## src/logic/smpa_defs.svh

```systemverilog
`ifndef SMPA_DEFS_SVH
`define SMPA_DEFS_SVH

// register byte offsets on the apb slave
`define SMPA_ADDR_ISR_PR 8'h00
`define SMPA_ADDR_MAIN_PR 8'h04
`define SMPA_ADDR_DMA1_PR 8'h08
`define SMPA_ADDR_DMA2_PR 8'h0C
`define SMPA_ADDR_SCAN_PR 8'h10
`define SMPA_ADDR_LOCK 8'h14
`define SMPA_ADDR_STATUS 8'h18

// priority reset values
`define SMPA_RST_ISR_PR 3'h0
`define SMPA_RST_MAIN_PR 3'h1
`define SMPA_RST_DMA1_PR 3'h2
`define SMPA_RST_DMA2_PR 3'h3
`define SMPA_RST_SCAN_PR 3'h4

// requester indices, also the tie-break order
`define SMPA_IDX_ISR 3'h0
`define SMPA_IDX_MAIN 3'h1
`define SMPA_IDX_DMA1 3'h2
`define SMPA_IDX_DMA2 3'h3
`define SMPA_IDX_SCAN 3'h4
`define SMPA_IDX_LOCK 3'h5
`define SMPA_IDX_STATUS 3'h6
`define SMPA_IDX_NONE 3'h7

// lock register keys and field
`define SMPA_UNLOCK_KEY1 8'h55
`define SMPA_UNLOCK_KEY2 8'hAA
`define SMPA_LOCK_BIT 0

// status register fields
`define SMPA_ST_LOCK 0
`define SMPA_ST_STALL 1
`define SMPA_ST_OWNED 2
`define SMPA_ST_ONEWAY 3
`define SMPA_ST_OWNER_LSB 4
`define SMPA_ST_OWNER_MSB 5

`endif

```

## src/logic/smpa_pkg.sv

```systemverilog
package smpa_pkg;
  typedef enum logic [1:0] {SMPA_TGT_FLASH, SMPA_TGT_REGFILE, SMPA_TGT_EEPROM} smpa_target_t;
  typedef enum logic [1:0] {SEQ_IDLE, SEQ_KEY1, SEQ_ARMED} smpa_seq_t;
  typedef logic [2:0] smpa_prio_t;
endpackage

```

## src/logic/smpa_lock_seq.sv

```systemverilog
`timescale 1ns/1ps
`include "smpa_defs.svh"
module smpa_lock_seq
(
  input wire logic pclk,
  input wire logic presetn,
  input wire logic lock_wr,
  input wire logic other_wr,
  input wire logic [7:0] wr_data,
  input wire logic one_way_lock_option,
  output logic priority_lock_bit,
  output logic one_way_reg
);
  import smpa_pkg::*;

  smpa_seq_t seq_reg;
  smpa_seq_t seq_next;
  logic lock_next;
  logic strap_taken_reg;

  always_comb
  begin
    seq_next = seq_reg;
    lock_next = priority_lock_bit;
    case (seq_reg)
      SEQ_IDLE:
      begin
        if (lock_wr && wr_data == `SMPA_UNLOCK_KEY1)
          seq_next = SEQ_KEY1;
      end
      SEQ_KEY1:
      begin
        if (lock_wr && wr_data == `SMPA_UNLOCK_KEY2)
          seq_next = SEQ_ARMED;
        else if (lock_wr || other_wr)
          seq_next = SEQ_IDLE;
      end
      SEQ_ARMED:
      begin
        if (lock_wr)
        begin
          seq_next = SEQ_IDLE;
          // one-way mode: a set sticks until system reset
          if (wr_data[`SMPA_LOCK_BIT] || !one_way_reg)
            lock_next = wr_data[`SMPA_LOCK_BIT];
        end
        else if (other_wr)
          seq_next = SEQ_IDLE;
      end
      default: seq_next = SEQ_IDLE;
    endcase
  end

  always_ff @(posedge pclk or negedge presetn)
  begin
    if (!presetn)
    begin
      seq_reg <= SEQ_IDLE;
      priority_lock_bit <= 1'b0;
    end
    else
    begin
      seq_reg <= seq_next;
      priority_lock_bit <= lock_next;
    end
  end

  // strap caught once, on the first edge after release
  always_ff @(posedge pclk or negedge presetn)
  begin
    if (!presetn)
    begin
      strap_taken_reg <= 1'b0;
      one_way_reg <= 1'b0;
    end
    else if (!strap_taken_reg)
    begin
      strap_taken_reg <= 1'b1;
      one_way_reg <= one_way_lock_option;
    end
  end
endmodule

```

## src/logic/smpa_arbiter.sv

```systemverilog
`timescale 1ns/1ps
`include "smpa_defs.svh"
//Contract
// - arbitrate five requesters by their programmed priority values.
// - smaller priority number wins; 0 highest, 7 lowest.
// - reset priorities: isr 0, main 1, dma1 2, dma2 3, scanner 4.
// - dma channels and scanner get memory only while lock bit set; an owning upper peripheral keeps its grant after a clear.
// - while locked, priority writes are ignored.
// - lock bit changes only right after the 55h, AAh key writes.
// - with lock cleared, priority writes take effect.
// - lower peripheral uses flash only in cpu-free, flash-idle cycles.
// - lower peripheral uses register file only when cpu does not.
// - lower peripheral uses eeprom whenever no eeprom operation runs.
// - lower peripherals never stall the cpu.
// - higher peripheral stalls cpu until its operation finishes.
// - an owning higher peripheral keeps the bus until done.
// - isr outranking a peripheral preempts it; peripheral still stalls main.
// - lower peripheral may use cycles an upper owner leaves unused.
// - one-way option: lock cannot clear after set until reset.
module smpa_arbiter
#(
  parameter int ADDR_W = 8
)
(
  input wire logic pclk,
  input wire logic presetn,
  input wire logic psel,
  input wire logic penable,
  input wire logic pwrite,
  input wire logic [ADDR_W-1:0] paddr,
  input wire logic [31:0] pwdata,
  output logic [31:0] prdata,
  output logic pready,
  output logic pslverr,
  input wire logic one_way_lock_option,
  input wire logic cpu_isr_active,
  input wire logic cpu_flash_access,
  input wire logic cpu_rf_access,
  input wire logic flash_op_busy,
  input wire logic eeprom_op_busy,
  input wire logic [2:0] per_req,
  input wire smpa_pkg::smpa_target_t dma1_target,
  input wire smpa_pkg::smpa_target_t dma2_target,
  input wire smpa_pkg::smpa_target_t scan_target,
  input wire logic [2:0] per_done,
  output logic [2:0] per_grant,
  output smpa_pkg::smpa_target_t grant_target,
  output logic cpu_stall,
  output logic priority_lock_bit
);
  import smpa_pkg::*;

  if (ADDR_W < 8)
    $error("ADDR_W too small for the register map");

  smpa_prio_t prio_reg [0:4];
  logic one_way_reg;
  logic [2:0] owner_reg;
  logic owner_valid_reg;
  logic first_reg;
  logic [2:0] rd_idx;
  logic [2:0] wr_idx;
  logic wr_en;
  logic lock_wr;
  logic other_wr;
  smpa_target_t tgt [0:2];
  smpa_prio_t ctx_pr;
  logic [2:0] ctx_idx;
  logic [2:0] above;
  logic [2:0] freed;
  logic owner_live;
  logic owner_up;
  logic up_found;
  logic [1:0] up_sel;
  logic lo_found;
  logic [1:0] lo_sel;
  logic [2:0] grant_next;
  smpa_target_t gtgt_next;
  logic stall_next;
  logic owner_valid_next;
  logic [1:0] owner_next;

  function automatic logic [2:0] decode(input logic [ADDR_W-1:0] a);
    logic [7:0] lo;
    lo = a[7:0];
    if ((a >> 8) != '0)
      return `SMPA_IDX_NONE;
    case (lo)
      `SMPA_ADDR_ISR_PR: return `SMPA_IDX_ISR;
      `SMPA_ADDR_MAIN_PR: return `SMPA_IDX_MAIN;
      `SMPA_ADDR_DMA1_PR: return `SMPA_IDX_DMA1;
      `SMPA_ADDR_DMA2_PR: return `SMPA_IDX_DMA2;
      `SMPA_ADDR_SCAN_PR: return `SMPA_IDX_SCAN;
      `SMPA_ADDR_LOCK: return `SMPA_IDX_LOCK;
      `SMPA_ADDR_STATUS: return `SMPA_IDX_STATUS;
      default: return `SMPA_IDX_NONE;
    endcase
  endfunction

  // a beats b; equal values fall back to fixed index order
  function automatic logic urgent(input smpa_prio_t pa, input logic [2:0] ia,
                                  input smpa_prio_t pb, input logic [2:0] ib);
    return (pa < pb) || (pa == pb && ia < ib);
  endfunction

  function automatic smpa_prio_t rst_prio(input int i);
    case (i)
      0: return `SMPA_RST_ISR_PR;
      1: return `SMPA_RST_MAIN_PR;
      2: return `SMPA_RST_DMA1_PR;
      3: return `SMPA_RST_DMA2_PR;
      default: return `SMPA_RST_SCAN_PR;
    endcase
  endfunction

  assign rd_idx = decode(paddr);
  assign wr_idx = rd_idx;
  assign wr_en = psel && penable && pwrite && pready;
  assign lock_wr = wr_en && wr_idx == `SMPA_IDX_LOCK;
  assign other_wr = wr_en && wr_idx != `SMPA_IDX_LOCK;
  assign tgt[0] = dma1_target;
  assign tgt[1] = dma2_target;
  assign tgt[2] = scan_target;

  smpa_lock_seq u_lock
  (
    .pclk(pclk),
    .presetn(presetn),
    .lock_wr(lock_wr),
    .other_wr(other_wr),
    .wr_data(pwdata[7:0]),
    .one_way_lock_option(one_way_lock_option),
    .priority_lock_bit(priority_lock_bit),
    .one_way_reg(one_way_reg)
  );

  // no wait state: pready rises with the access phase, read data ready with it
  always_ff @(posedge pclk or negedge presetn)
  begin
    if (!presetn)
    begin
      pready <= 1'b0;
      pslverr <= 1'b0;
      prdata <= 32'h00000000;
    end
    else if (psel && !penable)
    begin
      pready <= 1'b1;
      pslverr <= (rd_idx == `SMPA_IDX_NONE);
      prdata <= 32'h00000000;
      if (rd_idx <= `SMPA_IDX_SCAN)
        prdata[2:0] <= prio_reg[rd_idx];
      else if (rd_idx == `SMPA_IDX_LOCK)
        prdata[`SMPA_LOCK_BIT] <= priority_lock_bit;
      else if (rd_idx == `SMPA_IDX_STATUS)
      begin
        prdata[`SMPA_ST_LOCK] <= priority_lock_bit;
        prdata[`SMPA_ST_STALL] <= cpu_stall;
        prdata[`SMPA_ST_OWNED] <= owner_valid_reg;
        prdata[`SMPA_ST_ONEWAY] <= one_way_reg;
        prdata[`SMPA_ST_OWNER_MSB:`SMPA_ST_OWNER_LSB] <= owner_reg[1:0];
      end
    end
    else
    begin
      pready <= 1'b0;
      pslverr <= 1'b0;
    end
  end

  always_ff @(posedge pclk or negedge presetn)
  begin
    if (!presetn)
    begin
      for (int i = 0; i < 5; i++)
        prio_reg[i] <= rst_prio(i);
    end
    else if (wr_en && !priority_lock_bit && wr_idx <= `SMPA_IDX_SCAN)
      prio_reg[wr_idx] <= pwdata[2:0];
  end

  always_comb
  begin
    ctx_pr = cpu_isr_active ? prio_reg[`SMPA_IDX_ISR] : prio_reg[`SMPA_IDX_MAIN];
    ctx_idx = cpu_isr_active ? `SMPA_IDX_ISR : `SMPA_IDX_MAIN;
    owner_live = owner_valid_reg && !per_done[owner_reg[1:0]];
    for (int p = 0; p < 3; p++)
    begin
      // an owner keeps its rank even if software drops the lock mid-operation
      above[p] = urgent(prio_reg[p+2], 3'(p + 2), ctx_pr, ctx_idx)
                 && (priority_lock_bit || (owner_live && owner_reg == 3'(p)));
    end
    owner_up = owner_live && above[owner_reg[1:0]];
    up_found = owner_up;
    up_sel = owner_reg[1:0];
    if (!owner_up)
    begin
      for (int p = 0; p < 3; p++)
      begin
        if (per_req[p] && above[p]
            && (!up_found || urgent(prio_reg[p+2], 3'(p + 2), prio_reg[up_sel+2], 3'(up_sel) + 3'h2)))
        begin
          up_found = 1'b1;
          up_sel = 2'(p);
        end
      end
    end
    // a stalled cpu makes no flash or register-file access of its own
    for (int p = 0; p < 3; p++)
    begin
      case (tgt[p])
        SMPA_TGT_FLASH: freed[p] = !flash_op_busy && (up_found || !cpu_flash_access);
        SMPA_TGT_REGFILE: freed[p] = up_found || !cpu_rf_access;
        SMPA_TGT_EEPROM: freed[p] = !eeprom_op_busy;
        default: freed[p] = 1'b0;
      endcase
    end
    lo_found = 1'b0;
    lo_sel = 2'h0;
    for (int p = 0; p < 3; p++)
    begin
      if (per_req[p] && priority_lock_bit && freed[p] && !(up_found && up_sel == 2'(p))
          && (!lo_found || urgent(prio_reg[p+2], 3'(p + 2), prio_reg[lo_sel+2], 3'(lo_sel) + 3'h2)))
      begin
        lo_found = 1'b1;
        lo_sel = 2'(p);
      end
    end
    grant_next = 3'h0;
    gtgt_next = grant_target;
    stall_next = up_found;
    if (up_found && per_req[up_sel])
    begin
      grant_next[up_sel] = 1'b1;
      gtgt_next = tgt[up_sel];
    end
    else if (lo_found)
    begin
      grant_next[lo_sel] = 1'b1;
      gtgt_next = tgt[lo_sel];
    end
    owner_valid_next = owner_live || up_found;
    owner_next = owner_live ? owner_reg[1:0] : up_sel;
  end

  always_ff @(posedge pclk or negedge presetn)
  begin
    if (!presetn)
    begin
      per_grant <= 3'h0;
      grant_target <= SMPA_TGT_FLASH;
      cpu_stall <= 1'b0;
    end
    else
    begin
      per_grant <= grant_next;
      grant_target <= gtgt_next;
      cpu_stall <= stall_next;
    end
  end

  always_ff @(posedge pclk or negedge presetn)
  begin
    if (!presetn)
    begin
      owner_valid_reg <= 1'b0;
      owner_reg <= 3'h0;
    end
    else
    begin
      owner_valid_reg <= owner_valid_next;
      owner_reg <= {1'b0, owner_next};
    end
  end

  always_ff @(posedge pclk or negedge presetn)
  begin
    if (!presetn)
      first_reg <= 1'b1;
    else
      first_reg <= 1'b0;
  end
endmodule

```

## config.mk

```make
export PLATFORM = sky130hd
export DESIGN_NAME = smpa_arbiter
export DESIGN_NICKNAME = d
export VERILOG_FILES = /design/src/logic/smpa_pkg.sv /design/src/logic/smpa_lock_seq.sv /design/src/logic/smpa_arbiter.sv
export VERILOG_INCLUDE_DIRS = /design/src /design/src/logic
export SDC_FILE = /design/constraint.sdc
export NUM_CORES = 1
export LEC_CHECK = 0
export BUFFER_PORTS_ARGS = -buffer_cell sky130_fd_sc_hd__buf_4
export CAP_MARGIN = 0
export CORE_MARGIN = 5
export CORE_UTILIZATION = 47
export DETAILED_ROUTE_END_ITERATION = 8
export PLACE_DENSITY = 0.74
export SLEW_MARGIN = 20
export SYNTH_ARGS = -nofsm -noshare
export SYNTH_HDL_FRONTEND = slang
export SYNTH_SLANG_ARGS = --single-unit
export TNS_END_PERCENT = 10
```

## constraint.sdc

```tcl
create_clock -name pclk -period 6.5 [get_ports pclk]
set_input_delay 1.3 -clock pclk [delete_from_list [all_inputs] [get_ports pclk]]
set_output_delay 1.3 -clock pclk [all_outputs]
set_load 0.01 [all_outputs]
```

After elaboration in Yosys (flattened, before gate mapping)
Index checks and enable logic that the tools add are counted.
Word-level totals
  register bits after elaboration: 37
  bits in latches: 0
  bits in writable memories: 0
  bits in read-only memories: 0
  input bits: 63
  output and inout port bits: 41
  logic and storage cells: 265
  memories: 0
Cells by class
  $add $sub $neg: 8
  multipliers: 0
  div/mod/pow operators: 0
  magnitude comparators: 29
  equal/unequal tests: 34
  shift-type cells: 0
  mux-type cells: 74
  bitwise logic cells: 7
  reduce and logical (&&, ||, !) cells: 96
Operator list (count)
  33-bit by 4-bit greater-or-equal comparator with 1-bit output, second input constant: 4
  3-bit inverter with 33-bit output: 4
  1-bit logical AND: 50
  3-bit 2-to-1 mux: 16
  3-bit binary-select mux with 3-bit select: 5
  2-bit 2-to-1 mux: 18
  2-bit by 2-bit adder with 3-bit output, second input constant: 8
  8-bit by 5-bit == test with 1-bit output, second input constant: 3
  3-bit < comparator: 8
  3-bit == test: 7
  3-bit case mux with 7 select lines: 1
  1-bit logical OR: 20
  1-bit 2-to-1 mux: 19
  8-bit by 4-bit == test with 1-bit output, second input constant: 2
  1-bit logical NOT: 16
  15-bit bitwise mux: 1
  2-bit by 1-bit == test with 1-bit output, second input constant: 6
  2-bit == test, second input constant: 6
  2-bit logical NOT: 5
  3-bit demux with 3-bit select: 1
  3-bit == test, second input constant: 3
  2-bit by 3-bit < comparator with 1-bit output, second input constant: 3
  1-bit case mux with 3 select lines: 3
  2-bit binary-select mux with 2-bit select: 2
  other kinds (26): 37

Depth between registers and ports, before layout
  depth in word-level cells: 66
  mapped depth: 37
  gate-level depth less buffers: 36

Modules after synthesis
From an unflattened synthesis, not the netlist that was laid out.
Unflattened totals
  cell total of the unflattened synthesis: 376
  area total of the unflattened synthesis: 3245.6 um2
By module, submodules not included
  smpa_arbiter: instances 1, cells an instance 355, area an instance 2975.4 um2, seq. area each 807.0 um2
  smpa_lock_seq: instances 1, cells an instance 21, area an instance 270.3 um2, seq. area each 125.1 um2

Worst setup path after synthesis
No wires, ideal clock.
  kind: input -> register
  from: input port cpu_isr_active
  to: register grant_target[0]
  setup time: 0.104 ns
  data arrival time: 7.686 ns
  data required time: 6.396 ns
  path slack: -1.290 ns
  cell stages on the path: 32
  buffers on the path: 0
  path through: mux2i_1 ha_1 o21ai_0 a221oi_2 o22ai_2 a311o_1 o21ai_0 a22oi_1 ha_1 nor2b_1 o21ai_0 nor4b_1 o22a_4 and2_1 a22oi_1 ha_1 nor2b_1 o21ai_0 nand2b_1 a211oi_2 nor2_1 a2111oi_4 o221a_4 nor2_1 a21oi_1 ha_1 a211oi_1 or3b_1 o32ai_2 nor2_2 mux2i_1 a221oi_1
Between the ends
  longest elaborated chain between the ends: 64
  elaborated cells between the ends (all ways): 126
  those cells by class: 6 x add/sub; 12 x order compare; 8 x eq/ne; 43 x mux; 5 x bitwise; 52 x reduce/logical
RTL lines
  from (decl): RTL line smpa_arbiter.sv:36  | input wire logic cpu_isr_active,
  parallel branches: the longest is 64 deep, another holds 3-bit by 1-bit < comparator with 1-bit output
  to (signal assigned): RTL line smpa_arbiter.sv:257  | grant_target <= gtgt_next;
  to (decl): RTL line smpa_arbiter.sv:47  | output smpa_pkg::smpa_target_t grant_target,
Parallel ways; which one is timed is not known. The select of a mux whose other input is x is not followed.
A chain may end at the register's enable or synchronous reset.

Worst setup path in the final report
Same ends and word-level chain as after synthesis.

==> impl_metrics.csv <==
group,metric,value,unit
die,io_pins,104,
critical_path,crit_top_cell,"ha_1",
clock_tree,worstSkewPairLatency,0.30,ns
finish,drive_gt1_share,40.3,%
critical_path,reg2reg_setup_slack,-0.58,ns
critical_path,cp_data_required_time,6.71,ns
synth,synth_flop_cell,"dfrtp_1",
finish,finalNetCount,597,
worst_hold_path,hold_depth,2,
critical_path,endpoint_kind,"flip-flop",
die,die_y,94.5,um
pwr,leakagePower,2.15,nW
timing,rsz0062_at_grt,"true",
grt,grt_overflow_total,0,
finish,finish.utilization,67.8,%
synth,synth_edf_count,0,
place,dp_slack,-1.44,ns
clock_tree,holdBufCountCts,0,
timing,setup_ws,-1.10,ns
timing,period_share,117,%
status,outcome,"complete, but fails checks",
clock_tree,numCtsBuffers,5,
detailed_routing,ant_nets,0,
critical_path,cp_max_fo,5,
grt,grt_pass1_vias,3385,
die,core_area,6870,um^2
timing,hold_viol,0,
synth,synth_area,3350,um^2
grt,grt_use_total,23.8,%
detailed_routing,vias,3522,
critical_path,critPathMaxStageDelay,0.43,ns
pwr,peakVddDrop,114,uV
detailed_routing,drt_iter0_markers,286,
timing,fin_crit,7.60,ns
clock_tree,cts_buffer_depth,2,
timing,setup_viol,5,
critical_path,crit_type,"in2reg",
synth,synth.distinct_cells,71,
timing,tightest_slew,0.780,ns
timing,slew_headroom,47.5,%
finish,mostFrequentLayoutCell,"buf_4",
worst_hold_path,hold_class,"reg2reg",
synth,synthArstFlopShare,100,%
critical_path,worst_r2r_path_depth,34,
clock_tree,cts_sinks,37,
detailed_routing,drt_first_pass_iters,5,
flow_run,drv_cap,0,
critical_path,slowest_stage,"or3b_4",
clock_tree,tritoncts,"done",
critical_path,worstReg2RegEnd,"grant_target[0]",
critical_path,crit_start,"cpu_isr_active",
place,numPortBuffers,53,
detailed_routing,wirelength,10600,um
clock_tree,ctsRootBufferMaster,"clkbuf_8",
grt,grt_pass1_wl,16700,um
grt,grt_max_degree,38,
synth,synth.avg_cell_area,8.73,um^2
synth,synth_seq_cells,37,
critical_path,r2r-start,"owner_reg[0]",
worst_hold_path,worstHoldStart,"prdata[3]",
pwr,power_density,111,nW/um^2
timing,maxSlewViolCount,0,
finish,area_delta_synth_final,38.9,%
critical_path,crit_path_start_kind,"primary input",
detailed_routing,drc,0,
place,place_congestion,0.916,
grt,antenna_found_initial,0,
die,die_w,94.5,um
clock_tree,h-tree-depth,2,
die,rows,30,
die,die-area,8920,um^2
timing,fin_skew,0.00911,ns
detailed_routing,avgViaCountPerCell,5.75,
timing,fin_setup_tns,-4.87,ns
critical_path,crit_arrival,7.81,ns
synth,yosysWarnings,0,
place,dp_hpwl,8140,um
finish,antennaDiodeCount,0,
finish,final_cell_mix,"133 x buf_4, 43 x nand2_1, 32 x dfrtp_1",
detailed_routing,wl_per_cell,17.3,um
status,failed_checks,"setup timing",
clock_tree,path_clk_slew,0.08,ns
synth,syn_inst,384,
synth,ys_seq_area_share,27.8,%
worst_hold_path,hold_end,"prdata[3]",
timing,timing.fmax,0.132,GHz
finish,largest_reg_flops,15,
die,start_util,48.8,%
-- synthesized netlist by cell type, types with 4 or more instances --
master    instances  share of area, %
nor2_1           18               2.0
a21oi_1          19               2.8
and3_1            4              0.75
nand2_1          43               4.8
buf_4            27               6.0
a22o_1            4               1.0
and2_1            6               1.1
dfstp_2           5               3.9
nand3_1          12               1.8
inv_1            17               1.9
or3_1             6               1.1
mux2_2           17               5.7
dfrtp_1          32                24
o31ai_1           7               1.6
nand2b_1          4              0.75
ha_1             19               7.1
mux2i_1           6               1.8
nor2b_1           8               1.5
nor3_1           12               1.8
o21ai_0          33               4.9
a22oi_1           4              0.90
clkbuf_1          7              0.78
-- worst max-delay path: cells and delay by family --
kind,cells,cell delay (ns)
AND/OR/NAND/NOR,9,1.70
adder cells (fa/ha/maj),4,1.01
multiplexers,2,0.34
buffers and inverters,3,0.42
AO/OA/AOI/OAI,15,3.03
-- metrics by stage --
step / hold WS [ns] / power [mW] / std cells / cell area [um^2]
finish: 0.495 / 0.515 / 612 / 4660
global route: 0.521 / 0.539 / 612 / 4660
CTS: 0.494 / 0.516 / 609 / 4600
detailed placement: 0.474 / 0.308 / 595 / 4360
global placement: 0.458 / 0.306 / 595 / 4360
floorplan: 0.474 / 0.280 / 409 / 3540
-- final cells by class --
cell class                 instances  area (um^2)
inverter                          17         63.8
multi-input combinational        319         2400
clock inverter                     2         38.8
sequential                        37          932
clock buffer                       6         72.6
fill                             556         2210
tap                               96          120
timing repair buffer             135         1030
-- power by group --
part | total (mW) | internal [mW] | switching (mW)
logic | 0.0700 | 0.0310 | 0.0390
registers | 0.237 | 0.234 | 0.00355
clock network | 0.208 | 0.115 | 0.0924
-- layer usage --
layer | up-vias | global-route usage [%] | routed length (um)
met5 | - | 0 | 0
li1 | 1650 | - | -
met2 | 147 | 40.6 | 5260
met3 | 19 | 2.79 | 723
met1 | 1706 | 31.9 | 4440
met4 | 0 | 6.13 | 147
-- worst max path at each step --
| stage | endpoint | depth (start not counted) | slack [ns] |
|---|---|---|---|
| 6_report | grant_target[0] | 33 | -1.10 |
| 5_1_grt | grant_target[0] | 34 | -1.41 |
| 4_1_cts | grant_target[1] | 34 | -1.05 |
| 3_5_place_dp | grant_target[0] | 32 | -1.44 |
| 3_3_place_gp | grant_target[0] | 32 | -1.22 |
| 2_1_floorplan | grant_target[1] | 31 | -0.83 |
-- repair_timing --
item	CTS	global route
buffers inserted	6	3
endpoints found under the setup margin	5	5
pin swaps	20	17
resized for setup	15	10
-- logic make-up after synthesis --
family / after synthesis / synth area share (%)
AND/OR/NAND/NOR: 136 / 21.9
AO/OA/AOI/OAI: 112 / 25.4
adder cells (fa/ha/maj): 19 / 7.09
other: 2 / 0.224
flip-flops: 37 / 27.8
multiplexers: 25 / 8.40
buffers and inverters: 53 / 9.22
No activity file was read; power rests on OpenSTA's default activity.
